--- src/common/spi_rd_pkg.sv ---
// shared constants and carriers for the serial read path
package spi_rd_pkg;

  // ==========================================================
  // command byte layout
  localparam int CMD_W          = 8;
  localparam int CMD_READ_BIT   = 0;
  localparam int CMD_TYPE_LSB   = 0;
  localparam int CMD_ADDR_LSB   = 2;
  localparam int CMD_DEV_LSB    = 6;
  localparam logic [1:0] TYPE_STATIC = 2'h1;
  localparam logic [1:0] TYPE_INCR   = 2'h3;

  // ==========================================================
  // register map geometry
  localparam int ADDR_W   = 4;
  localparam int WORD_W   = 32;
  localparam int BITS_W   = 6;
  localparam logic [ADDR_W-1:0] ADDR_RESULT = 4'h0;
  localparam logic [ADDR_W-1:0] ADDR_LAST   = 4'hf;
  // shifted width of each register, index is the address
  localparam logic [BITS_W-1:0] REG_BITS [16] = '{
    6'h10, 6'h08, 6'h08, 6'h08, 6'h08, 6'h08, 6'h08, 6'h18,
    6'h18, 6'h18, 6'h18, 6'h18, 6'h18, 6'h08, 6'h10, 6'h10};

  // ==========================================================
  // status byte and checksum
  localparam int STAT_W  = 8;
  localparam int STAT_FLAGS_W = 3;
  localparam int ADDR_ACK_RISE = 2;
  localparam int CRC_W   = 16;
  localparam logic [CRC_W-1:0] CRC_POLY = 16'h8005;
  localparam logic [BITS_W-1:0] CRC_BITS_SHORT = 6'h10;
  localparam logic [BITS_W-1:0] CRC_BITS_LONG  = 6'h20;

  // ==========================================================
  // carriers
  typedef struct packed {
    logic [ADDR_W-1:0] addr;
    logic              incr;
  } read_cmd_t;

  typedef struct packed {
    logic crc_enable;
    logic crc_format32;
  } crc_cfg_t;

  typedef enum logic [2:0] {
    ST_IDLE   = 3'h0,
    ST_STATUS = 3'h1,
    ST_DATA   = 3'h3,
    ST_CRC    = 3'h2,
    ST_IGNORE = 3'h6
  } phase_t;

endpackage

--- src/design/spi_read_path.sv ---
// serial slave read path: status byte, register streaming, read checksum
// ==========================================================
// Summary of operation
// - command bit zero set means read selected register
// - chip select rising aborts the read at once
// - register shift length depends on its address
// - type 11 advances pointer after every register
// - incremental pointer wraps from 0xf to 0x0
// - type 01 repeats one register, new command otherwise
// - value captured at first rise, updates held off
// - result double buffered, fresh value each pass while the fifo holds one, else the last value repeats
// - mode 0,0: new msb follows data ready
// - mode 1,1: sdo holds previous lsb
// - enable bit appends checksum, none when off
// - checksum is crc16 with polynomial 0x8005
// - static read: checksum after every register
// - incremental read: checksum only after 0xf
// - first checksum covers status; later only new bits
// - format bit picks 16 or 32 bit field
// - wrong chip address: sdo released, command ignored
module spi_read_path #(
  parameter int                RESULT_W  = 16,
  parameter int                FIFO_DEPTH = 8,
  parameter logic [1:0]        CHIP_ADDR = 2'h1
) (
  input  wire logic                i_clk,
  input  wire logic                i_rst,
  input  wire logic                i_sck,
  input  wire logic                i_cs_n,
  input  wire logic                i_sdi,
  output logic                     o_sdo,
  output logic                     o_sdo_oe_n,
  input  wire logic                i_crc_enable,
  input  wire logic                i_crc_format32,
  input  wire logic [2:0]          i_status_flags,
  output logic                     o_status_clear,
  output logic [3:0]               o_reg_addr,
  input  wire logic [31:0]         i_reg_data,
  output logic                     o_reg_hold,
  input  wire logic                i_result_valid,
  input  wire logic [RESULT_W-1:0] i_result_data,
  output logic                     o_result_ready
);

  initial begin
    if (RESULT_W < 1 || RESULT_W > spi_rd_pkg::WORD_W)
      $error("spi_read_path: RESULT_W must be 1..32");
    if (int'(spi_rd_pkg::REG_BITS[0]) != RESULT_W)
      $error("spi_read_path: RESULT_W must match result register width");
  end

  // ==========================================================
  // pin synchronisers and edge detection
  logic [2:0] sck_q;
  logic [2:0] cs_q;
  logic [1:0] sdi_q;

  always_ff @(posedge i_clk) begin
    if (i_rst) begin
      sck_q <= 3'h0;
      cs_q  <= 3'h7;
      sdi_q <= 2'h0;
    end else begin
      sck_q <= {sck_q[1:0], i_sck};
      cs_q  <= {cs_q[1:0], i_cs_n};
      sdi_q <= {sdi_q[0], i_sdi};
    end
  end

  wire sck_rise = sck_q[1] & ~sck_q[2];
  wire sck_fall = ~sck_q[1] & sck_q[2];
  wire cs_fall  = ~cs_q[1] & cs_q[2];
  wire cs_low   = ~cs_q[1];
  wire sdi      = sdi_q[1];

  // ==========================================================
  // functions
  function automatic logic [spi_rd_pkg::CRC_W-1:0] crc_step(
    input logic [spi_rd_pkg::CRC_W-1:0] crc,
    input logic                         bit_in
  );
    logic fb;
    fb = crc[spi_rd_pkg::CRC_W-1] ^ bit_in;
    crc_step = {crc[spi_rd_pkg::CRC_W-2:0], 1'b0} ^ (fb ? spi_rd_pkg::CRC_POLY : '0);
  endfunction

  function automatic logic [spi_rd_pkg::WORD_W-1:0] left_align(
    input logic [spi_rd_pkg::WORD_W-1:0] value,
    input logic [spi_rd_pkg::BITS_W-1:0] bits
  );
    left_align = value << (7'(spi_rd_pkg::WORD_W) - 7'(bits));
  endfunction

  // ==========================================================
  // state
  spi_rd_pkg::phase_t    phase_q;
  spi_rd_pkg::read_cmd_t cmd_q;
  logic [spi_rd_pkg::CMD_W-1:0]  cmd_sh_q;
  logic [spi_rd_pkg::BITS_W-1:0] cnt_q;
  logic [spi_rd_pkg::WORD_W-1:0] sh_q;
  logic [spi_rd_pkg::CRC_W-1:0]  crc_q;
  logic [RESULT_W-1:0]           result_q;
  logic                          result_fresh_q;
  spi_rd_pkg::crc_cfg_t          cfg;

  assign cfg = '{crc_enable: i_crc_enable, crc_format32: i_crc_format32};

  // ==========================================================
  // decode
  wire [spi_rd_pkg::CMD_W-1:0] cmd_full = {cmd_sh_q[spi_rd_pkg::CMD_W-2:0], sdi};
  wire [1:0] dev_bits = {cmd_sh_q[0], sdi};
  wire addr_ok  = (dev_bits == CHIP_ADDR);
  wire is_read  = cmd_sh_q[spi_rd_pkg::CMD_READ_BIT];
  // decoded from the full byte, valid at the eighth rise where it is captured
  wire is_incr  = (cmd_full[spi_rd_pkg::CMD_TYPE_LSB +: 2] == spi_rd_pkg::TYPE_INCR);
  wire [spi_rd_pkg::ADDR_W-1:0] cmd_addr = cmd_full[spi_rd_pkg::CMD_ADDR_LSB +: 4];

  wire in_data  = (phase_q == spi_rd_pkg::ST_DATA);
  wire at_start = in_data & (cnt_q == '0);
  wire on_result = (cmd_q.addr == spi_rd_pkg::ADDR_RESULT);

  wire [spi_rd_pkg::BITS_W-1:0] data_bits = spi_rd_pkg::REG_BITS[cmd_q.addr];
  wire [spi_rd_pkg::BITS_W-1:0] crc_bits  = cfg.crc_format32 ?
                                            spi_rd_pkg::CRC_BITS_LONG :
                                            spi_rd_pkg::CRC_BITS_SHORT;
  wire [spi_rd_pkg::BITS_W-1:0] unit_bits =
    (phase_q == spi_rd_pkg::ST_STATUS) ? spi_rd_pkg::BITS_W'(spi_rd_pkg::STAT_W) :
    in_data ? data_bits : crc_bits;

  wire [spi_rd_pkg::WORD_W-1:0] src_val = on_result ?
                                          spi_rd_pkg::WORD_W'(result_q) : i_reg_data;
  // live value until the first rise, so a new result moves the idle msb
  wire [spi_rd_pkg::WORD_W-1:0] live_aligned = left_align(src_val, data_bits);
  wire bit_now = at_start ? live_aligned[spi_rd_pkg::WORD_W-1] :
                            sh_q[spi_rd_pkg::WORD_W-1];
  wire unit_end = sck_fall & (cnt_q == unit_bits);
  // a checksum follows every pass in static mode, only after 0xf when incrementing
  wire crc_due = cfg.crc_enable &
                 (~cmd_q.incr | (cmd_q.addr == spi_rd_pkg::ADDR_LAST));
  wire [7:0] stat_vec = {2'h0, CHIP_ADDR, ~CHIP_ADDR[0], i_status_flags};
  wire [spi_rd_pkg::ADDR_W-1:0] next_addr = cmd_q.incr ?
                                            cmd_q.addr + 4'h1 : cmd_q.addr;

  // result buffer refills only while no result word is being shifted
  wire result_busy = in_data & on_result & (cnt_q != '0);
  wire fifo_valid;
  wire [RESULT_W-1:0] fifo_data;
  // one buffered result per pass: the next waits until this one was shifted
  wire take_result = fifo_valid & ~result_busy & ~result_fresh_q;
  wire result_start = at_start & on_result & sck_rise;

  // ==========================================================
  // conversion result buffer
  result_fifo #(
    .WIDTH (RESULT_W),
    .DEPTH (FIFO_DEPTH)
  ) u_fifo (
    .i_clk       (i_clk),
    .i_rst       (i_rst),
    .i_in_valid  (i_result_valid),
    .o_in_ready  (o_result_ready),
    .i_in_data   (i_result_data),
    .o_out_valid (fifo_valid),
    .i_out_ready (take_result),
    .o_out_data  (fifo_data)
  );

  always_ff @(posedge i_clk) begin
    if (i_rst)
      result_q <= '0;
    else if (take_result)
      result_q <= fifo_data;
  end

  always_ff @(posedge i_clk) begin
    if (i_rst)
      result_fresh_q <= 1'b0;
    else if (take_result)
      result_fresh_q <= 1'b1;
    else if (result_start)
      result_fresh_q <= 1'b0;
  end

  // ==========================================================
  // phase sequencing
  always_ff @(posedge i_clk) begin
    if (i_rst) begin
      phase_q <= spi_rd_pkg::ST_IDLE;
      cmd_q   <= '0;
      cnt_q   <= '0;
    end else if (!cs_low) begin
      phase_q <= spi_rd_pkg::ST_IDLE;
      cnt_q   <= '0;
    end else if (cs_fall) begin
      phase_q <= spi_rd_pkg::ST_STATUS;
      cnt_q   <= '0;
    end else begin
      case (phase_q)
        spi_rd_pkg::ST_STATUS: begin
          if (sck_rise) begin
            cnt_q <= cnt_q + 6'h1;
            if (cnt_q == 6'(spi_rd_pkg::ADDR_ACK_RISE - 1) && !addr_ok)
              phase_q <= spi_rd_pkg::ST_IGNORE;
            if (cnt_q == 6'(spi_rd_pkg::CMD_W - 1))
              cmd_q <= '{addr: cmd_addr, incr: is_incr};
          end else if (unit_end) begin
            cnt_q   <= '0;
            phase_q <= is_read ? spi_rd_pkg::ST_DATA : spi_rd_pkg::ST_IGNORE;
          end
        end
        spi_rd_pkg::ST_DATA: begin
          if (sck_rise) begin
            cnt_q <= cnt_q + 6'h1;
          end else if (unit_end) begin
            cnt_q      <= '0;
            cmd_q.addr <= next_addr;
            if (crc_due)
              phase_q <= spi_rd_pkg::ST_CRC;
          end
        end
        spi_rd_pkg::ST_CRC: begin
          if (sck_rise) begin
            cnt_q <= cnt_q + 6'h1;
          end else if (unit_end) begin
            cnt_q   <= '0;
            phase_q <= spi_rd_pkg::ST_DATA;
          end
        end
        spi_rd_pkg::ST_IGNORE: phase_q <= spi_rd_pkg::ST_IGNORE;
        default:               phase_q <= spi_rd_pkg::ST_IDLE;
      endcase
    end
  end

  // ==========================================================
  // command capture and output shifter
  always_ff @(posedge i_clk) begin
    if (i_rst)
      cmd_sh_q <= '0;
    else if (phase_q == spi_rd_pkg::ST_STATUS && sck_rise)
      cmd_sh_q <= cmd_full;
  end

  always_ff @(posedge i_clk) begin
    if (i_rst || cs_fall || !cs_low) begin
      sh_q <= '0;
    end else if (at_start) begin
      sh_q <= live_aligned;
    end else if (phase_q == spi_rd_pkg::ST_STATUS && sck_rise &&
                 cnt_q == 6'(spi_rd_pkg::ADDR_ACK_RISE - 1)) begin
      // flags latched once the address is seen
      // top bit is the one already shown; the next fall brings the address bits
      sh_q <= {stat_vec[6:0], 25'h0};
    end else if (in_data && unit_end && crc_due) begin
      sh_q <= {crc_q, 16'h0};
    end else if (sck_fall && !unit_end) begin
      sh_q <= {sh_q[spi_rd_pkg::WORD_W-2:0], 1'b0};
    end
  end

  // ==========================================================
  // read checksum, msb first over the transmitted bits
  always_ff @(posedge i_clk) begin
    if (i_rst || cs_fall) begin
      crc_q <= '0;
    end else if (in_data && unit_end && crc_due) begin
      crc_q <= '0;
    end else if (sck_rise && cs_low &&
                 (phase_q == spi_rd_pkg::ST_STATUS || in_data)) begin
      crc_q <= crc_step(crc_q, bit_now);
    end
  end

  // ==========================================================
  // registered outputs
  wire driving = cs_low & (phase_q == spi_rd_pkg::ST_STATUS || in_data ||
                           phase_q == spi_rd_pkg::ST_CRC);

  always_ff @(posedge i_clk) begin
    if (i_rst) begin
      o_sdo          <= 1'b0;
      o_sdo_oe_n     <= 1'b1;
      o_status_clear <= 1'b0;
      o_reg_addr     <= '0;
      o_reg_hold     <= 1'b0;
    end else begin
      // no shift between words, so mode 1,1 keeps the last lsb
      o_sdo          <= driving & bit_now;
      o_sdo_oe_n     <= ~driving | cs_fall;
      o_status_clear <= (phase_q == spi_rd_pkg::ST_STATUS) & unit_end & cs_low;
      o_reg_addr     <= cmd_q.addr;
      o_reg_hold     <= in_data & (cnt_q != '0) & cs_low;
    end
  end

endmodule

--- src/design/result_fifo.sv ---
// small first-in first-out buffer for conversion results
module result_fifo #(
  parameter int WIDTH = 16,
  parameter int DEPTH = 8
) (
  input  wire logic             i_clk,
  input  wire logic             i_rst,
  input  wire logic             i_in_valid,
  output logic                  o_in_ready,
  input  wire logic [WIDTH-1:0] i_in_data,
  output logic                  o_out_valid,
  input  wire logic             i_out_ready,
  output logic [WIDTH-1:0]      o_out_data
);

  localparam int PTR_W = $clog2(DEPTH);

  initial begin
    if (DEPTH < 2 || (1 << PTR_W) != DEPTH || WIDTH < 1)
      $error("result_fifo: DEPTH must be a power of two >= 2");
  end

  // ==========================================================
  // storage and pointers
  logic [WIDTH-1:0] mem [DEPTH];
  logic [PTR_W-1:0] wr_q;
  logic [PTR_W-1:0] rd_q;
  logic [PTR_W:0]   count_q;
  logic [PTR_W:0]   count_d;
  logic             full_q;
  logic             empty_q;

  wire push = i_in_valid & ~full_q;
  wire pop  = i_out_ready & ~empty_q;

  assign count_d     = count_q + (PTR_W+1)'(push) - (PTR_W+1)'(pop);
  assign o_in_ready  = ~full_q;
  assign o_out_valid = ~empty_q;
  assign o_out_data  = mem[rd_q];

  always_ff @(posedge i_clk) begin
    if (push)
      mem[wr_q] <= i_in_data;
  end

  always_ff @(posedge i_clk) begin
    if (i_rst) begin
      wr_q    <= '0;
      rd_q    <= '0;
      count_q <= '0;
      full_q  <= 1'b0;
      empty_q <= 1'b1;
    end else begin
      wr_q    <= wr_q + PTR_W'(push);
      rd_q    <= rd_q + PTR_W'(pop);
      count_q <= count_d;
      full_q  <= (count_d == (PTR_W+1)'(DEPTH));
      empty_q <= (count_d == '0);
    end
  end

endmodule

--- config.mk ---
export PLATFORM = sky130hd
export DESIGN_NAME = spi_read_path
export DESIGN_NICKNAME = d
export VERILOG_FILES = /design/src/common/spi_rd_pkg.sv /design/src/design/spi_read_path.sv /design/src/design/result_fifo.sv
export SDC_FILE = /design/constraint.sdc
export NUM_CORES = 1
export LEC_CHECK = 0
export ABC_CLOCK_PERIOD_IN_PS = 9200
export CORE_ASPECT_RATIO = 1.1
export CORE_MARGIN = 2
export CORE_UTILIZATION = 45
export CTS_CLUSTER_DIAMETER = 150
export DETAILED_ROUTE_END_ITERATION = 8
export DONT_BUFFER_PORTS = 1
export GPL_TIMING_DRIVEN = 0
export HOLD_SLACK_MARGIN = 0.08
export SYNTH_ARGS = -nofsm -noshare
export SYNTH_HDL_FRONTEND = slang
export SYNTH_SLANG_ARGS = --single-unit
--- constraint.sdc ---
create_clock -name i_clk -period 9.2 [get_ports i_clk]
set_clock_uncertainty 0.15 [all_clocks]
set_input_delay 0.92 -clock i_clk [delete_from_list [all_inputs] [get_ports i_clk]]
set_output_delay 0.92 -clock i_clk [all_outputs]
set_load 0.02 [all_outputs]
---- Yosys cells after proc, flatten, opt, wreduce, memory -nomap -nowiden ----
Memories as Yosys holds them, arrays and structs flattened. A register that Yosys moved wholly into a read port is not among the register bits.
Index checks and enable logic that the tools add are counted.
word-level totals
  bits in read-only memories .............. 96
  register bits after elaboration ......... 96
  memories kept ........................... 2
  bits in writable memories ............... 128
  logic and storage cells ................. 162
  output and inout port bits .............. 9
operators by class
  muxes and demuxes ....................... 35
  reduce and logical (&&, ||, !) cells .... 31
  shifts and indexed selects .............. 1
  bitwise gates (word level) .............. 35
  equality and inequality tests ........... 28
  order comparisons ....................... 1
  $add $sub $neg .......................... 7
memory list
  name             depth  width  read ports  clocked after Yosys merged registers in  write ports  RTL line              RTL
  u_fifo.mem       8      16     1           1                                        1            result_fifo.sv:25     logic [WIDTH-1:0] mem [DEPTH];
  (no name shown)  16     6      1           0                                        0            spi_read_path.sv:122  wire [spi_rd_pkg::BITS_W-1:0] data_bits = spi_rd_pkg::REG_BITS[cmd_q.addr];
operators with widths
  cell                                                  count
  two-way mux 32 bit                                    5
  two-way mux 6 bit                                     7
  << shifter 32 x 7 -> 32 bit                           1
  two-way mux 3 bit                                     9
  AND 1 bit                                             20
  two-way mux 16 bit                                    1
  bitwise XOR 16 bit                                    1
  inequality test 3 bit (second input constant)         5
  AND reduction 7 bit                                   2
  two-way mux 4 bit                                     3
  inequality test 2 bit (second input constant)         6
  one-hot mux 3 bit (4 select lines)                    1
  two-way mux 5 bit                                     2
  NOT 1 bit                                             10
  equality test 4 bit (second input constant)           2
  logical AND 1 bit                                     8
  zero test 4 bit                                       2
  inequality test 4 bit (second input constant)         2
  one-hot mux 4 bit (2 select lines)                    1
  AND reduction 8 bit                                   1
  subtractor 6 x 6 -> 7 bit (first input constant)      1
  adder 3 x 1 -> 3 bit                                  2
  adder 6 x 1 -> 6 bit (second input constant)          1
  equality test 3 x 2 -> 1 bit (second input constant)  2
  other kinds (27)                                      43

---- Longest topological paths before layout ----
  word-level depth ........................ 14
  depth in mapped cells ................... 13
  depth with buffers taken out ............ 12

---- Modules after synthesis ----
Synthesis repeated with hierarchy kept, for this count alone.
second synthesis, totals
  cell total of the unflattened synthesis .. 908
  area, all modules ....................... 10781.6 sq um
by module, submodules not included
  module         area each (sq um)  cells an instance  instances  sequential area each (sq um)
  result_fifo    5505.3             254                1          4083.9
  spi_read_path  5276.3             654                1          2001.9

---- Least setup slack after synthesis ----
Ideal clock, no wire load.
  path type ............................... register to register
  from .................................... register cnt_q[1] (netlist name)
  to ...................................... register u_fifo.full_q
  path buffers ............................ 1
  path slack .............................. 5.928 ns
  cell stages (with the launch flop) ...... 13
  arrival ................................. 3.063 ns
  library setup time ...................... 0.059 ns
  cell sequence ........................... dfxtp_1 -> inv_1 -> ha_1 -> nor2b_1 -> nand2_1 -> a311oi_2 -> clkbuf_1 -> xor2_1 -> ha_1 -> fa_1 -> xnor2_1 -> nor3b_1 -> and2_1
between the ends
  word-level cells in the longest chain between the ends .. 8
RTL lines
  what                       RTL line              RTL
  from (decl)                spi_read_path.sv:99   logic [spi_rd_pkg::BITS_W-1:0] cnt_q;
  from (signal assigned)     spi_read_path.sv:201  cnt_q <= cnt_q + 6'h1;
  from (signal assigned)     spi_read_path.sv:213  cnt_q <= cnt_q + 6'h1;
  from (signal assigned)     spi_read_path.sv:223  cnt_q <= cnt_q + 6'h1;
  nonzero test 6 bit         spi_read_path.sv:145  wire result_busy = in_data & on_result & (cnt_q != '0);
  AND 1 bit                  spi_read_path.sv:145
  NOT 1 bit                  spi_read_path.sv:149  wire take_result = fifo_valid & ~result_busy & ~result_fresh_q;
  AND 1 bit (2 in a row)     spi_read_path.sv:149
  AND 1 bit                  result_fifo.sv:34     wire pop = i_out_ready & ~empty_q;
  subtractor 4 x 1 -> 4 bit  result_fifo.sv:36     assign count_d = count_q + (PTR_W+1)'(push) - (PTR_W+1)'(pop);
  equality test 4 bit        result_fifo.sv:57     full_q <= (count_d == (PTR_W+1)'(DEPTH));
  to (signal assigned)       result_fifo.sv:57
  to (decl)                  result_fifo.sv:30     logic full_q;
No other way between the ends.
A chain may end at the register's enable or synchronous reset.

---- Worst setup path in the final report ----
  from .................................... register cnt_q[1] (netlist name)
  to ...................................... register u_fifo.empty_q
between the ends
  word-level cells in the longest chain between the ends .. 8
RTL lines
  what                       RTL line              RTL
  nonzero test 6 bit         spi_read_path.sv:145
  AND 1 bit                  spi_read_path.sv:145
  NOT 1 bit                  spi_read_path.sv:149
  AND 1 bit (2 in a row)     spi_read_path.sv:149
  AND 1 bit                  result_fifo.sv:34
  subtractor 4 x 1 -> 4 bit  result_fifo.sv:36
  zero test 4 bit            result_fifo.sv:58     empty_q <= (count_d == '0);
  to (signal assigned)       result_fifo.sv:58
  to (decl)                  result_fifo.sv:31     logic empty_q;
No other way between the ends.

==> metrics.md <==
| Metric | Value |
|---|---|
| Outcome | complete, no violations |
| Post-layout minimum cycle time | 4210 ps |
| Crit path kind | flop to flop |
| Detail-routed net length per standard cell | 21.9 um |
| Resize count post-CTS | 0 |
| Die Ht | 167 um |
| Placement Cell Area | 0.0113 sq mm |
| Initial antenna violation count | 0 |
| Synth cell types | 80 |
| Grt ovf | 0 |
| Rel. slew slack | 0.350 |
| Worst EP arrival | 4510 ps |
| Core area | 0.0236 sq mm |
| CTS tree | built |
| Root buffer cell | clkbuf_16 |
| Setup ws final | 4990 ps |
| Synth top area share | 0.355 |
| Cell with the most instances after synthesis | edfxtp_1 |
| Top post-synthesis cells by area | edfxtp_1, dfxtp_1, mux4_2 |
| Bufs on Longest Clock Path | 3 |
| Gate Count Post-Synth | 914 |
| Reg clk slew, reported paths | 60 ps |
| Fin Hold WS | 270 ps |
| Fmax achieved | 238 MHz |
| Depth of the CTS H-tree | 1 |
| Leak pwr | 4.10 nW |
| Post-synth top cells | edfxtp_1, nand2_1, dfxtp_1, nor2_1, a21oi_1 |
| Synth Flop Type | edfxtp_1 |
| Layout area overhead | 13.2% |
| Async set-reset flop share out of synthesis | 0 |
| Antenna cells | 0 |
| First-pass GRT wire length | 43.1 mm |
| Setup violators final | 0 |
| DR vias | 7537 |
| I/O Pins | 68 |
| Die width | 152 um |
| Setup WS pre-CTS | 5000 ps |
| Final Hold Fails | 0 |
| Setup TNS | 0 ps |
| EDFF count, synth | 128 |
| Design Area, Final | 0.0122 sq mm |
| Nets@finish | 1023 |
| Largest net degree at the start of global routing | 15 |
| Worst hold path type | flop to flop |
| Post-Route WL | 27.9 mm |
| Hold_buf cts | 0 |
| Max cap viols | 0 |
| RSZ-0062 raised after global routing | false |
| Synth Register Bits | 240 |
| Number of setup buffers added after CTS | 0 |
| Starting Density | 0.458 |
| Crit. End Element | flop |
| Vias in the first global route | 7604 |
| Final Cycle Share | 0.457 |
| CP Launch Type | flop |
| Worst-margin pin slew | 970 ps |
| Clk_lat worst skew | 550 ps |
| Sequential area share after synthesis | 0.562 |
| Iteration-0 DRC Markers | 600 |
| DR pass1 iterations | 5 |
| Power Dens Cells | 235 mW/mm^2 |
| # DRC | 0 |
| DR vias/cell | 5.91 |
| TritonCTS Sinks | 240 |
| # rows | 59 |
| Layout cells sized above 1 | 0.157 |
| GRT Overall Usage | 0.217 |
| Dpl hpwl | 20.4 mm |
| Cell taking the most area after synthesis | edfxtp_1 |
| Port bufs | 0 |
| CTS buffer count | 26 |
| Mapped Nets | 987 |
| Synth warn | 0 |
| Placer Congestion | 0.855 |
| Final Slew Violations | 0 |
| VDD IR max | 224 uV |
| Final antenna-violating net count | 0 |
| Crit path required time | 9500 ps |
| Core Util, Final | 0.518 |
| Critical path fanouts, max | 10 |
| Mapped Avg Cell Area | 11.8 sq um |
| Cell Area, Synth | 0.0108 sq mm |
| Die ar. | 0.0253 sq mm |
## cells by family (layout without fill, tap and decap cells)
family | after synthesis | in the layout | share of synthesized area
simple gates | 305 | 305 | 0.137
xor+xnor | 11 | 11 | 0.0102
buf+inv | 72 | 128 | 0.0293
mux | 66 | 66 | 0.0990
flops | 240 | 240 | 0.562
compound gates | 206 | 206 | 0.145
fa+ha+maj | 14 | 14 | 0.0169
## worst max-delay path, cell delays in order (launching register included)
cell and delay, ps:
dfxtp_1 380, inv_1 100, ha_1 140, nor2b_1 430
nand2_1 250, a311oi_2 700, clkbuf_1 510, xor2_1 140
ha_1 240, fa_1 410, xnor2_1 200, nor3b_1 260
nor2_1 60, nor2_1 140
## registers in the layout, summed over array words and instances, names as in the netlist, 4 cells and up
register / cells
result_q: 16
u_fifo.count_q: 4
crc_q: 16
o_reg_addr: 4
sh_q: 32
u_fifo.mem: 128
cnt_q: 6
cmd_sh_q: 5
cmd_q: 5
## metal layers
layer / up-vias / global-route usage / wire, um
met1: 3678 / 0.255 / 10900
li1: 3544 / - / -
met4: 0 / 0.0788 / 920
met2: 247 / 0.391 / 14200
met5: - / 0 / 0
met3: 68 / 0.0448 / 1750
## cell type report
class                           instances  area (sq um)
Clock buffer                           27           654
Timing Repair Buffer                    8           105
Tap cell                              305           382
Inverter                               14          52.6
Fill cell                            2065         11400
Multi-Input combinational cell        602          4440
Sequential cell                       240          6090
Buffer                                 58           264
Clock inverter                         21           258
## placed cells by master, fill, tap and decap left out, types with 8 or more instances in the layout
cell type / count
inv_1: 14
a211oi_1: 20
a21oi_1: 47
nand2_1: 114
ha_1: 13
dfxtp_1: 112
nor3_1: 9
mux4_2: 32
o21ai_0: 10
o221a_2: 16
xnor2_1: 8
a31oi_1: 14
clkbuf_16: 26
nor2_1: 59
clkbuf_1: 34
buf_2: 13
o211a_1: 12
mux2_2: 8
nor2b_1: 16
o31ai_1: 16
nand2b_1: 14
mux2i_1: 26
a22oi_1: 10
edfxtp_1: 128
nand3_1: 28
## worst paths after layout
check                           slack (ps)  depth (start not counted)                        end             startpoint
worst max-delay path                  4990                         13  u_fifo.empty_q$_SDFF_PP1_  cnt_q[1]$_SDFFE_PP0P_
worst min-delay path                   270                          1         cs_q[1]$_SDFF_PP1_     cs_q[0]$_SDFF_PP1_
worst max register to register        4990                         13  u_fifo.empty_q$_SDFF_PP1_  cnt_q[1]$_SDFFE_PP0P_
worst min register to register         270                          1         cs_q[1]$_SDFF_PP1_     cs_q[0]$_SDFF_PP1_
## report_power, final
group / internal [mW] / switching, mW
sequential: 1.23 / 0.0418
combinational: 0.228 / 0.278
clock: 0.662 / 0.438
## metrics by stage
stage	total power, mW	cells
2_1_floorplan	1.65	914
3_3_place_gp	1.78	1219
3_5_place_dp	1.80	1227
4_1_cts	2.90	1275
5_1_grt	3.00	1275
6_report	2.87	1275
Power figures use the tool's default switching activity.
